==> config.mk <==
export PLATFORM = sky130hd
export DESIGN_NAME = angle_distortion_lut_correction
export DESIGN_NICKNAME = d
export VERILOG_FILES = /design/src/design/lut_corr_pkg.sv /design/src/design/lut_table_if.sv /design/src/design/lut_table.sv /design/src/design/angle_distortion_lut_correction.sv
export SDC_FILE = /design/constraint.sdc
export NUM_CORES = 1
export LEC_CHECK = 0
export BUFFER_PORTS_ARGS = -buffer_cell sky130_fd_sc_hd__buf_4
export CELL_PAD_IN_SITES_DETAIL_PLACEMENT = 0
export CELL_PAD_IN_SITES_GLOBAL_PLACEMENT = 2
export CORE_UTILIZATION = 40
export CTS_CLUSTER_DIAMETER = 60
export DETAILED_ROUTE_END_ITERATION = 8
export PLACE_DENSITY_LB_ADDON = 0.12
export RECOVER_POWER = 50
export SYNTH_ARGS = -nofsm -noshare
export SYNTH_HDL_FRONTEND = slang
export SYNTH_SLANG_ARGS = --single-unit
==> constraint.sdc <==
create_clock -name clk -period 10.1 [get_ports clk]
set_clock_uncertainty 0.15 [all_clocks]
set_input_delay 2.02 -clock clk [delete_from_list [all_inputs] [get_ports clk]]
set_output_delay 2.02 -clock clk [all_outputs]
set_load 0.02 [all_outputs]
==> src/design/lut_corr_pkg.sv <==
package lut_corr_pkg;

    // ************************************************************
    // Table geometry
    // ************************************************************
    localparam int LUT_DEPTH = 64; // Segments per input cycle
    localparam int LUT_IDX_W = 6; // Segment index width
    localparam int ENTRY_W = 8; // Signed byte entries
    localparam logic signed [7:0] ENTRY_RESET = 8'sh00; // Null table after reset
    localparam logic signed [7:0] ENTRY_MAX = 8'sh7F; // Largest legal magnitude

    // ************************************************************
    // Angle layout
    // ************************************************************
    localparam int ANGLE_W = 14; // Angle wraps modulo 16384
    localparam int SEG_IDX_LSB = 8; // Segment index sits in bits 13..8
    localparam int WEIGHT_W = 8; // Interpolation weight, bits 7..0
    localparam int LUT_SCALE_SHIFT = 2; // One entry step is four angle LSBs
    localparam int INTERP_SHIFT = WEIGHT_W - LUT_SCALE_SHIFT; // Drop weight, keep scale
    localparam int INTERP_W = 18; // Room for entry*256 plus slope*weight
    localparam logic [13:0] CORR_LIMIT = 14'h01FC; // 4 * 127

    // ************************************************************
    // Timing
    // ************************************************************
    localparam int PIPE_LATENCY = 2; // Input sample to corrected output
    localparam int SPI_CLK_DIV_MIN = 4; // Serial clock ceiling while enabled

endpackage : lut_corr_pkg

==> src/design/lut_table_if.sv <==
`timescale 1ns/100ps

// Table load port and the two read ports used for interpolation
interface lut_table_if;
    logic wr_en; // One-cycle write strobe
    logic [5:0] wr_addr; // Entry being loaded
    logic signed [7:0] wr_data; // New entry value
    logic [5:0] idx_a; // Segment start entry
    logic [5:0] idx_b; // Segment end entry
    logic signed [7:0] data_a; // Value at idx_a
    logic signed [7:0] data_b; // Value at idx_b

    modport user (output wr_en, wr_addr, wr_data, idx_a, idx_b, input data_a, data_b);
    modport store (input wr_en, wr_addr, wr_data, idx_a, idx_b, output data_a, data_b);
endinterface : lut_table_if

==> src/design/lut_table.sv <==
`timescale 1ns/100ps

module lut_table
(
    input wire logic clk,
    input wire logic rst,
    lut_table_if.store tp
);

    // ************************************************************
    // Storage
    // ************************************************************
    logic signed [7:0] entry_r [lut_corr_pkg::LUT_DEPTH]; // Correction table

    // One process per entry; reset gives the null table
    for (genvar i = 0; i < lut_corr_pkg::LUT_DEPTH; i++)
    begin : g_entry
        always_ff @(posedge clk)
        begin
            if (rst)
                entry_r[i] <= lut_corr_pkg::ENTRY_RESET;
            else if (tp.wr_en && (tp.wr_addr == 6'(i)))
                entry_r[i] <= tp.wr_data;
        end
    end

    // ************************************************************
    // Read ports
    // ************************************************************
    // Asynchronous reads keep the pipeline short; both ends of a segment
    always_comb
    begin
        tp.data_a = entry_r[tp.idx_a];
        tp.data_b = entry_r[tp.idx_b];
    end

endmodule : lut_table

==> src/design/angle_distortion_lut_correction.sv <==
`timescale 1ns/100ps

// How it works
// 64 signed byte entries, loadable, correct angle
// Correct only when enable bit is one
// Master keeps serial clock at most core/4
// 64 equal segments per input cycle
// Interpolate between both segment end entries
// Add interpolated correction to the angle
// Entries +-127, each step four angle LSBs
// Constant table gives constant phase offset
// Index upper six bits, weight lower eight, wrap
module angle_distortion_lut_correction
(
    input wire logic clk,
    input wire logic rst,
    input wire logic lut_enable,
    input wire logic tbl_wr_en,
    input wire logic [5:0] tbl_wr_addr,
    input wire logic [7:0] tbl_wr_data,
    input wire logic angle_valid,
    input wire logic [13:0] angle_in,
    output logic angle_out_valid,
    output logic [13:0] angle_out
);

    // ************************************************************
    // Table store
    // ************************************************************
    lut_table_if tp (); // Carrier to the table module

    lut_table u_table
    (
        .clk (clk),
        .rst (rst),
        .tp (tp)
    );

    // Loading is passed through untouched; the serial side owns ordering
    assign tp.wr_en = tbl_wr_en;
    assign tp.wr_addr = tbl_wr_addr;
    assign tp.wr_data = tbl_wr_data;

    // Segment start from the upper angle bits
    assign tp.idx_a = angle_in[13:lut_corr_pkg::SEG_IDX_LSB];
    // Six-bit add makes segment 63 end on entry 0
    assign tp.idx_b = tp.idx_a + 6'h01;

    // ************************************************************
    // Stage 1: capture angle, weight and both ends
    // ************************************************************
    logic v1_r; // Stage 1 holds a sample
    logic en1_r; // Enable seen with the sample
    logic [13:0] ang1_r; // Raw angle
    logic [7:0] w1_r; // Position inside the segment
    logic signed [7:0] e0_r; // Entry at segment start
    logic signed [7:0] e1_r; // Entry at segment end

    // Valid flag and enable need a defined reset
    always_ff @(posedge clk)
    begin
        if (rst)
        begin
            v1_r <= 1'b0;
            en1_r <= 1'b0;
        end
        else
        begin
            v1_r <= angle_valid;
            en1_r <= lut_enable;
        end
    end

    // Data path registers; only meaningful under v1_r
    always_ff @(posedge clk)
    begin
        if (rst)
        begin
            ang1_r <= 14'h0000;
            w1_r <= 8'h00;
            e0_r <= 8'sh00;
            e1_r <= 8'sh00;
        end
        else if (angle_valid)
        begin
            ang1_r <= angle_in;
            w1_r <= angle_in[lut_corr_pkg::WEIGHT_W-1:0];
            e0_r <= tp.data_a;
            e1_r <= tp.data_b;
        end
    end

    // ************************************************************
    // Interpolation
    // ************************************************************
    logic signed [8:0] slope; // End minus start entry
    logic signed [17:0] prod; // Slope times weight at full width
    logic signed [17:0] interp; // Entry scaled by 256 plus slope*weight
    logic signed [17:0] corr_wide; // Correction in angle LSBs
    logic [13:0] corr; // Correction folded to angle width
    logic [13:0] ang_nxt; // Corrected or bypassed angle

    // Floor shift keeps the curve monotone between the two ends
    always_comb
    begin
        slope = 9'(e1_r) - 9'(e0_r);
        // Assigned at 18 bits so the product is not cut to nine bits
        prod = slope * $signed({1'b0, w1_r});
        interp = (18'(e0_r) <<< lut_corr_pkg::WEIGHT_W) + prod;
        // Divide weight out and apply the four-LSB step in one shift
        corr_wide = interp >>> lut_corr_pkg::INTERP_SHIFT;
        corr = corr_wide[13:0];
        // Two's complement add wraps modulo 16384
        if (en1_r)
            ang_nxt = ang1_r + corr;
        else
            ang_nxt = ang1_r;
    end

    // ************************************************************
    // Stage 2: output registers
    // ************************************************************
    // Valid follows the input with a fixed latency
    always_ff @(posedge clk)
    begin
        if (rst)
            angle_out_valid <= 1'b0;
        else
            angle_out_valid <= v1_r;
    end

    // Output angle holds between samples
    always_ff @(posedge clk)
    begin
        if (rst)
            angle_out <= 14'h0000;
        else if (v1_r)
            angle_out <= ang_nxt;
    end

    // ************************************************************
    // Checks
    // ************************************************************
    logic [13:0] ang2_r; // Raw angle aligned with angle_out
    logic en2_r; // Enable aligned with angle_out
    logic [13:0] e0x4; // Start entry in angle LSBs
    logic [13:0] delta; // Applied correction at the output

    // Helper only read by the assertions
    always_ff @(posedge clk)
    begin
        if (rst)
        begin
            ang2_r <= 14'h0000;
            en2_r <= 1'b0;
        end
        else if (v1_r)
        begin
            ang2_r <= ang1_r;
            en2_r <= en1_r;
        end
    end

    assign e0x4 = {{4{e0_r[7]}}, e0_r, 2'b00};
    assign delta = angle_out - ang2_r;
endmodule : angle_distortion_lut_correction

==> results of run 1 <==
-- power by group --
| group | switching, mW | internal, mW | total (mW) |
|---|---|---|---|
| clock network | 1.05 | 1.48 | 2.52 |
| logic | 1.29 | 0.973 | 2.27 |
| registers | 0.0847 | 2.66 | 2.74 |
-- per-layer routing --
layer / vias to the layer above / global-route usage (%)
met5: - / 0
met4: 4 / 5.69
met3: 128 / 4.41
met2: 593 / 38.1
met1: 10667 / 33.8
li1: 8604 / -
-- cells in the final DEF (no fill, tap or decap), types with 3 or more instances in the layout --
| master | instances |
|---|---|
| edfxtp_1 | 512 |
| and2_1 | 377 |
| mux4_2 | 330 |
| and2_0 | 157 |
| nor2_1 | 124 |
| inv_1 | 109 |
| clkbuf_16 | 73 |
| o21bai_1 | 70 |
| fa_1 | 68 |
| nand2_1 | 61 |
| ha_1 | 60 |
| dfxtp_1 | 47 |
| mux2i_1 | 45 |
| buf_4 | 43 |
| clkbuf_1 | 33 |
| xnor2_1 | 26 |
| nor2b_1 | 23 |
| nand3_1 | 18 |
| a21oi_1 | 15 |
| a211oi_1 | 14 |
| clkinv_2 | 14 |
| xor2_1 | 11 |
| o21ai_1 | 9 |
| clkinv_1 | 8 |
| nand2b_1 | 7 |
| nor3_1 | 7 |
| o21ai_0 | 6 |
| a21o_1 | 6 |
| mux2_2 | 6 |
| o21a_1 | 5 |
| bufinv_16 | 5 |
| or3_1 | 4 |
| and2_2 | 3 |
| nor3b_1 | 3 |
| a31oi_1 | 3 |
| clkinvlp_4 | 3 |
-- critical path, delay by kind of cell (launching register included) --
family | cells | cell delay (ns)
AOI/OAI and AO/OA | 14 | 2.73
xor gates and xnor gates | 3 | 0.88
adders and majority gates | 8 | 3.22
buffers and inverters | 4 | 0.26
DFF | 1 | 0.37
and+or+nand+nor | 6 | 0.98
-- metrics by stage --
step	hold slack, ns	setup WS [ns]
2_1_floorplan	0.310	2.31
3_3_place_gp	0.329	1.51
3_5_place_dp	0.331	1.42
4_1_cts	0.338	1.37
5_1_grt	0.364	0.660
6_report	0.337	1.40
-- final timing paths --
kind / start / endpoint / slack [ns] / cells after the start
setup reg to reg: e0_r[1] / angle_out[13] / 1.40 / 35
hold / removal: angle_out[0] / angle_out[0] / 0.34 / 2
setup / recovery: e0_r[1] / angle_out[13] / 1.40 / 35
hold reg to reg: angle_out[0] / angle_out[0] / 0.34 / 2
-- sequential cells by signal, summed over array words and instances, names as in the netlist --
register         count
u_table.entry_r    512
ang1_r              14
angle_out           14
e0_r                 8
e1_r                 8
angle_out_valid      1
en1_r                1
v1_r                 1
-- cell families after synthesis --
logic type / synth area share, %
compound gates: 3.18
xor+xnor: 1.09
fa+ha+maj: 6.36
buf+inv: 3.28
flops: 48.8
mux: 23.8
simple gates: 13.5
-- area by class of cell --
type                    instances  area, um^2
well taps                    1070        1340
clock buffers                  90        1900
repair buffers                 63         433
diodes                          2        5.00
multi-input cells            1490       16000
clock inverters                39         402
fillers                      7315       45500
flip-flops and latches        559       16300
inverters                     109         409
==> out/metrics.yaml, run 1 <==
sta:
  fmax_mhz: 115
  timing.final.hold_violations: 0
  fin_tns_setup_ns: 0
  max-slew-margin-rel_pct: -89.1
  worst_pin_slew_ns: 2.84
  maxSlewViolCount: 120
  rsz0062_at_grt: "false"
  fin_crit_sh_pct: 86.1
  setup-violations-final: 0
  fin_crit_ns: 8.70
logic_synthesis:
  synth_top_area_share_pct: 46.0
  ys_seq_area_share_pct: 48.8
  synth-warning-count: 0
  synth_flop_cell: "edfxtp_1"
  syn_area_per_cell_um2: 14.3
  synthTopCellsByCount: "534 x and2_1, 512 x edfxtp_1, 330 x mux4_2, 138 x clkbuf_1, 124 x nor2_1"
  ys_seq_elements: 559
  synth_edf_count: 512
  syn_inst: 2334
  netlist_area_um2: 33400
  synth_async_sr_flop_share_pct: 0
  synth_top_cell_by_area: "edfxtp_1"
  synth_cell_types: 55
  synthTopCellsByArea: "edfxtp_1 46%, mux4_2 22%, and2_1 10%, fa_1 4.1%, dfxtp_1 2.8%"
  syn_nets: 2496
  yosysMostFrequentCell: "and2_1"
final_layout:
  final_util_pct: 44.7
  fin_area_um2: 36800
  nets: 2455
  drive_gt1_share_pct: 21.3
  area_growth_pct: 10.3
  finalNonFillerCells: 3422
global_route:
  overflow: 0
  grt_usage_pct: 23.9
  antenna_found_initial: 8
  grt_pass1_vias: 20280
  grt_pass1_wl_mm: 146
  grt_start_max_net_pins: 74
route:
  wl_met3_mm: 5.77
  drt_wl_total_mm: 100
  routed.top_layer: "met5"
  wl_met1_mm: 44.4
  post-route-drc-count: 0
  drt_iter0_markers: 1622
  ant_nets: 0
  drt_first_pass_iters: 6
  wl_per_cell_um: 29.3
  viasPerCell: 5.84
  wl_met2_mm: 47.8
  num_vias: 19996
die:
  die_x_um: 291
  dieArea_um2: 84700
  initial_utilization_pct: 40.6
  core.rowCount: 105
  coreArea_um2: 82400
  fp.dieH_um: 291
  io-pin-count: 48
clocking:
  cts_buffers: 70
  hold_buffers: 0
  post-cts-setup-buffers: 0
  clk_path_buf_depth: 3
  clockRootBuffer: "clkbuf_16"
  cts_tree: "yes"
  path_clk_slew_ns: 0.06
  worstSkewPairLatency_ns: 0.63
  cts_resized: 0
  htree_levels: 3
  clkSinkCount: 559
hold_path:
  hp-class: "flop to flop"
critical_path:
  crit_path_end_kind: "flop"
  cp_max_fo: 8
  cp_slowest_stage_delay_ns: 0.57
  cp_data_required_time_ns: 10.44
  path_class: "flop to flop"
  cp.arrival_ns: 9.04
  start_kind: "flop"
  slowest_stage: "xnor2_1"
placed_design:
  place_area_um2: 34600
  place.port_buffers: 47
  dp_cells: 3291
  hpwl_mm: 68.7
  gp_congestion: 0.844
run:
  cap_violations: 2
pwr:
  peakVddDrop_v: 0.000153
  powerDensity_nw_per_um2: 204
  total_power_mw: 7.53
  leakage_nw: 12.8
run_status:
  outcome: "complete, but fails checks"
  violations: "capacitance limit, slew limit"
No activity file was read; power rests on OpenSTA's default activity.
==> run 2: changes to the inputs <==
--- a/config.mk
+++ b/config.mk
@@ -5,7 +5,7 @@
 export SDC_FILE = /design/constraint.sdc
 export NUM_CORES = 1
 export LEC_CHECK = 0
-export BUFFER_PORTS_ARGS = -buffer_cell sky130_fd_sc_hd__buf_4
+export BUFFER_PORTS_ARGS = -buffer_cell sky130_fd_sc_hd__buf_2
 export CELL_PAD_IN_SITES_DETAIL_PLACEMENT = 0
 export CELL_PAD_IN_SITES_GLOBAL_PLACEMENT = 2
 export CORE_UTILIZATION = 40
@@ -16,3 +16,4 @@
 export SYNTH_ARGS = -nofsm -noshare
 export SYNTH_HDL_FRONTEND = slang
 export SYNTH_SLANG_ARGS = --single-unit
+export TNS_END_PERCENT = 30
==> out/metrics.yaml, run 2 (same netlist as run 1, synthesis figures left out) <==
run_status:
  outcome: "complete, but fails checks"
  violations: "capacitance limit, slew limit"
hold_path:
  hp-class: "flop to flop"
  min_to: "angle_out[1]"
  hold_start: "angle_out[1]"
  hold_depth: 2  # unchanged
route:
  num_vias: 19941  # -0.28%
  viasPerCell: 5.82  # -0.39%
  wl_per_cell_um: 29.1  # -0.63%
  wl_met1_mm: 45.1  # +1.6%
  wl_met3_mm: 4.45  # -23%
  ant_nets: 0  # unchanged
  drt_first_pass_iters: 5  # -1
  drt_iter0_markers: 1847  # +14%
  post-route-drc-count: 0  # unchanged
  wl_met2_mm: 48.2  # +0.87%
  drt_wl_total_mm: 99.8  # -0.51%
  routed.top_layer: "met4"
final_layout:
  fin_area_um2: 36900  # about the same
  fillers: 7297  # -0.25%
  reg_top3: "u_table.entry_r: 512 flops, ang1_r: 14 flops, angle_out: 14 flops"
  layout_common_cells: "512 x edfxtp_1, 379 x and2_1, 330 x mux4_2"
  largest_register_ffs: 512  # unchanged
  area_growth_pct: 10.3  # about the same
  regMostFlops: "u_table.entry_r"
  final_util_pct: 44.7  # about the same
  nets: 2463  # +0.33%
  drive_gt1_share_pct: 21.5  # +0.20 points
  antenna_cells: 0  # -2
  final_common_cell: "edfxtp_1"
clocking:
  htree_levels: 3  # unchanged
  cts_resized: 0  # unchanged
  clk_path_buf_depth: 3  # unchanged
  cts_tree: "yes"
  path_clk_slew_ns: 0.06  # about the same
  clkSinkCount: 559  # unchanged
  post-cts-setup-buffers: 0  # unchanged
  hold_buffers: 0  # unchanged
  clockRootBuffer: "clkbuf_16"
  worstSkewPairLatency_ns: 0.62  # about the same
  cts_buffers: 73  # +4.3%
pwr:
  powerDensity_nw_per_um2: 205  # +0.21%
  leakage_nw: 12.8  # +0.22%
  peakVddDrop_v: 0.000181  # +18%
global_route:
  antenna_found_initial: 5  # -3
  grt_usage_pct: 23.9  # about the same
  grt_pass1_vias: 20369  # +0.44%
  overflow: 0  # unchanged
  grt_start_max_net_pins: 111  # +50%
  grt_pass1_wl_mm: 146  # -0.10%
critical_path:
  cp_slowest_stage_delay_ns: 0.57  # about the same
  critPathBufInv: 4  # unchanged
  cp.arrival_ns: 8.89  # -0.15 ns
  r2r-end: "angle_out[13]"
  slowest_stage: "fa_1"
  path_depth: 35  # unchanged
  critical_path.top_delay_family: "adder cells"
  cp_data_required_time_ns: 10.44  # about the same
  rrSetupSlack_ns: 1.55  # +0.15 ns
  reg2reg_from: "e0_r[1]"
  start_kind: "flop"
  r2r_cells: 35  # unchanged
  cp_max_fo: 8  # unchanged
  path_class: "flop to flop"
  crit_path_end_kind: "flop"
die:
  core.rowCount: 105  # unchanged
  coreArea_um2: 82400  # unchanged
  io-pin-count: 48  # unchanged
  initial_utilization_pct: 40.6  # unchanged
  dieArea_um2: 84700  # unchanged
  fp.dieH_um: 291  # unchanged
  die_x_um: 291  # unchanged
run:
  cap_violations: 2  # unchanged
placed_design:
  place.port_buffers: 47  # unchanged
  place_area_um2: 34600  # -0.14%
  hpwl_mm: 67.7  # -1.4%
  gp_congestion: 0.819  # -3.0%
sta:
  setup-violations-final: 0  # unchanged
  timing.final.hold_violations: 0  # unchanged
  fin_crit_ns: 8.55  # -0.149 ns
  max-slew-margin-rel_pct: -95.7  # -6.6 points
  worst_pin_slew_ns: 2.94  # +0.0988 ns
  maxSlewViolCount: 120  # unchanged
  fin_tns_setup_ns: 0  # unchanged
  rsz0062_at_grt: "false"
  fmax_mhz: 117  # +1.7%
  fin_crit_sh_pct: 84.7  # -1.5 points
[run 2: cell types whose count changed in the layout (fill, tap and decap cells not counted), sizes merged]
cell	before	now
clkinvlp	3	2
clkinv	27	23
bufinv	5	4
clkbuf	107	108
diode	2	0
inv	113	119
buf	46	51
[run 2: worst min-delay path, delay by kind of cell (launching register included)]
| kind | cells | cell delay (ns) |
|---|---|---|
| AO/OA/AOI/OAI | 1 | 0.05 |
| flip-flops | 1 | 0.31 |
| AND/OR/NAND/NOR | 1 | 0.08 |
[run 2: cell type report]
cell class | count | area [um^2] | share of cell area, %
inverter | 109 | 409 | 1.11
multi-input combinational | 1490 | 16000 | 43.5
sequential | 559 | 16300 | 44.3
clock inverter | 39 | 373 | 1.01
tap | 1070 | 1340 | 3.63
timing repair buffer | 68 | 423 | 1.15
clock buffer | 91 | 1960 | 5.31
[run 2: worst max path at each step]
stage          startpoint            end
6_report          e0_r[1]  angle_out[13]
5_1_grt           e0_r[1]  angle_out[13]
4_1_cts           e0_r[1]  angle_out[13]
3_5_place_dp      e0_r[1]  angle_out[13]
3_3_place_gp      e0_r[1]  angle_out[13]
2_1_floorplan     e0_r[1]  angle_out[13]
[run 2: where the power goes]
group          total, mW  switching [mW]  internal (mW)
Combinational       2.25            1.28          0.973
Clock               2.55            1.06           1.49
Sequential          2.74          0.0851           2.66
Total               7.55            2.43           5.12
[run 2: stage by stage]
stage | total power [mW] | instances | setup slack (ns) | hold WS, ns
2_1_floorplan | 4.41 | 2334 | 2.31 | 0.310
3_3_place_gp | 5.07 | 3296 | 1.58 | 0.322
3_5_place_dp | 5.08 | 3296 | 1.47 | 0.330
4_1_cts | 7.64 | 3426 | 1.42 | 0.342
5_1_grt | 7.93 | 3426 | 0.896 | 0.364
6_report | 7.55 | 3426 | 1.55 | 0.342
[run 2: layer usage]
metal | global-route usage [%] | vias up
li1 | - | 8616
met1 | 34.4 | 10643
met2 | 38.7 | 571
met3 | 2.94 | 111
met4 | 5.47 | 0
met5 | 0 | -
==> run 3: changes to the inputs <==
==> constraint.sdc (replaced) <==
create_clock -name clk -period 8.55 [get_ports clk]
set_clock_uncertainty 0.15 [all_clocks]
set_input_delay 1.71 -clock clk [delete_from_list [all_inputs] [get_ports clk]]
set_output_delay 1.71 -clock clk [all_outputs]
set_load 0.02 [all_outputs]
==> out/metrics.yaml, run 3 (same netlist as run 1, synthesis figures left out) <==
pwr:
  total_power_mw: 8.88  # +18%
  swShare_pct: 32.0  # -0.14 points
  p_clk_share_pct: 32.9  # -0.9 points
  p_int_mw: 6.04  # +18%
  leakage_nw: 12.9  # +0.68%
  powerDensity_nw_per_um2: 241  # +17%
  p_sw_mw: 2.84  # +17%
  peakVddDrop_v: 0.000148  # -18%
  p_seq_share_pct: 36.4  # about the same
  p_comb_share_pct: 30.7  # +0.8 points
final_layout:
  final_common_cell: "edfxtp_1"
  regMostFlops: "u_table.entry_r"
  drive_gt1_share_pct: 21.8  # +0.24 points
  fillers: 7325  # +0.38%
  reg_top3: "u_table.entry_r: 512 flops, ang1_r: 14 flops, angle_out: 14 flops"
  largest_register_ffs: 512  # unchanged
  nets: 2470  # +0.28%
  multi_input_area_um2: 16100  # +0.41%
  register_area_um2: 16300  # about the same
  layout_common_cells: "512 x edfxtp_1, 462 x and2_1, 330 x mux4_2"
  area_growth_pct: 10.5
route:
  drt_first_pass_iters: 5  # unchanged
  drt_wl_total_mm: 99.6  # -0.16%
  drt_iter0_markers: 1530  # -17%
  num_vias: 19920  # -0.11%
  viasPerCell: 5.80  # -0.31%
  wl_per_cell_um: 29.0  # -0.36%
  post-route-drc-count: 0  # unchanged
  ant_nets: 0  # unchanged
sta:
  max-slew-margin-rel_pct: -9.49  # +86 points
  fin_crit_sh_pct: 95.2  # +11 points
  worst_pin_slew_ns: 1.64  # -1.29 ns
  fin_crit_ns: 8.14  # -0.410 ns
  maxSlewViolCount: 65  # -46%
  timing.final.hold_violations: 0  # unchanged
  fmax_mhz: 123  # +5.0%
  setup-violations-final: 0  # unchanged
  fin_tns_setup_ns: 0  # unchanged
clocking:
  hold_buffers: 0  # unchanged
  worstSkewPairLatency_ns: 0.62  # about the same
  cts_tree: "yes"
  clockRootBuffer: "clkbuf_16"
  cts_buffers: 69  # -5.5%
  path_clk_slew_ns: 0.06  # about the same
  htree_levels: 3  # unchanged
  clk_path_buf_depth: 3  # unchanged
  clkSinkCount: 559  # unchanged
critical_path:
  rrSetupSlack_ns: 0.41  # -1.14 ns
  slowest_stage: "fa_1"
  crit_top_cell: "fa_1"
  critPathBufInv: 5  # +1
  start_kind: "flop"
  cp_slowest_stage_delay_ns: 0.56  # about the same
  crit_path_end_kind: "flop"
  cp_data_required_time_ns: 8.93  # -1.51 ns
  path_class: "flop to flop"
  critical_path.top_delay_family: "adder cells"
  cp_max_fo: 10  # +2
  r2r_cells: 32  # -8.6%
  path_depth: 32  # -8.6%
  cp.arrival_ns: 8.52  # -0.37 ns
placed_design:
  place.port_buffers: 47  # unchanged
  gp_congestion: 0.837  # +2.1%
  hpwl_mm: 68.6  # +1.3%
global_route:
  met3_usage_pct: 3.30  # +0.36 points
  antenna_found_initial: 1  # -4
  grt_usage_pct: 23.8  # -0.077 points
  overflow: 0  # unchanged
  grt_pass1_vias: 20387  # +0.088%
  met1_usage_pct: 33.4  # -0.93 points
  grt_pass1_wl_mm: 146  # -0.10%
  busiest_layer: "met2"
  use_met2_pct: 38.9  # +0.26 points
  grt_start_max_net_pins: 112  # +0.90%
hold_path:
  hold_depth: 2  # unchanged
  hp-class: "flop to flop"
die:
  initial_utilization_pct: 40.6  # unchanged
  dieArea_um2: 84700  # unchanged
  io-pin-count: 48  # unchanged
  fp.dieH_um: 291  # unchanged
  coreArea_um2: 82400  # unchanged
  core.rowCount: 105  # unchanged
  die_x_um: 291  # unchanged
run:
  cap_violations: 2  # unchanged
run_status:
  violations: "capacitance limit, slew limit"
  outcome: "complete, but fails checks"
## run 3: area by class of cell
| class | instances | share of cell area [%] |
|---|---|---|
| Inverter | 109 | 1.11 |
| Antenna cell | 1 | 0.00678 |
| Clock buffer | 90 | 5.01 |
| Sequential cell | 559 | 44.2 |
| Multi-Input combinational cell | 1490 | 43.6 |
| Timing Repair Buffer | 79 | 1.38 |
| Tap cell | 1070 | 3.63 |
| Clock inverter | 35 | 1.03 |
## run 3: what timing repair did
item / in CTS / in global routing
cloned: 0 / 0
endpoints found under the setup margin: 1 / 2
pin swaps: 0 / 3
buffers inserted: 0 / 1
gates resized for setup: 1 / 13
## run 3: tightest hold or removal path, cell delays in order (launching register included)
cell      delay (ns)
dfxtp_1         0.31
nor2_1          0.08
a211oi_1        0.05
## run 3: per-stage QoR
stage / hold WS (ns) / std cells / area [um^2] / util (%) / setup slack (ns)
6_report: 0.340 / 3433 / 36900 / 44.8 / 0.410
5_1_grt: 0.357 / 3432 / 36900 / 44.8 / -0.0266
4_1_cts: 0.338 / 3431 / 36900 / 44.8 / 0.0915
3_5_place_dp: 0.332 / 3306 / 34600 / 42.1 / -0.0331
3_3_place_gp: 0.322 / 3306 / 34600 / 42.1 / 0.0873
2_1_floorplan: 0.310 / 2334 / 33400 / - / 0.762
## run 3: layer usage
metal / routed length [um] / vias up / share of wire, %
li1: - / 8621 / -
met1: 43800 / 10605 / 44
met2: 48400 / 580 / 49
met3: 4980 / 114 / 5.0
met4: 2390 / 0 / 2.4
met5: 0 / - / 0
## run 3: worst paths after layout
kind	endpoint	from
setup / recovery	angle_out[13]	e0_r[0]
hold / removal	angle_out[5]	angle_out[5]
setup reg to reg	angle_out[13]	e0_r[0]
hold reg to reg	angle_out[5]	angle_out[5]
## run 3: power groups by stage
stage | Clock, mW | Combinational [mW] | Sequential (mW)
floorplan | 0 | 1.96 | 3.25
global placement | 0 | 2.70 | 3.28
detailed placement | 0 | 2.70 | 3.29
CTS | 2.97 | 2.72 | 3.23
global route | 3.06 | 3.01 | 3.25
finish | 2.92 | 2.73 | 3.24
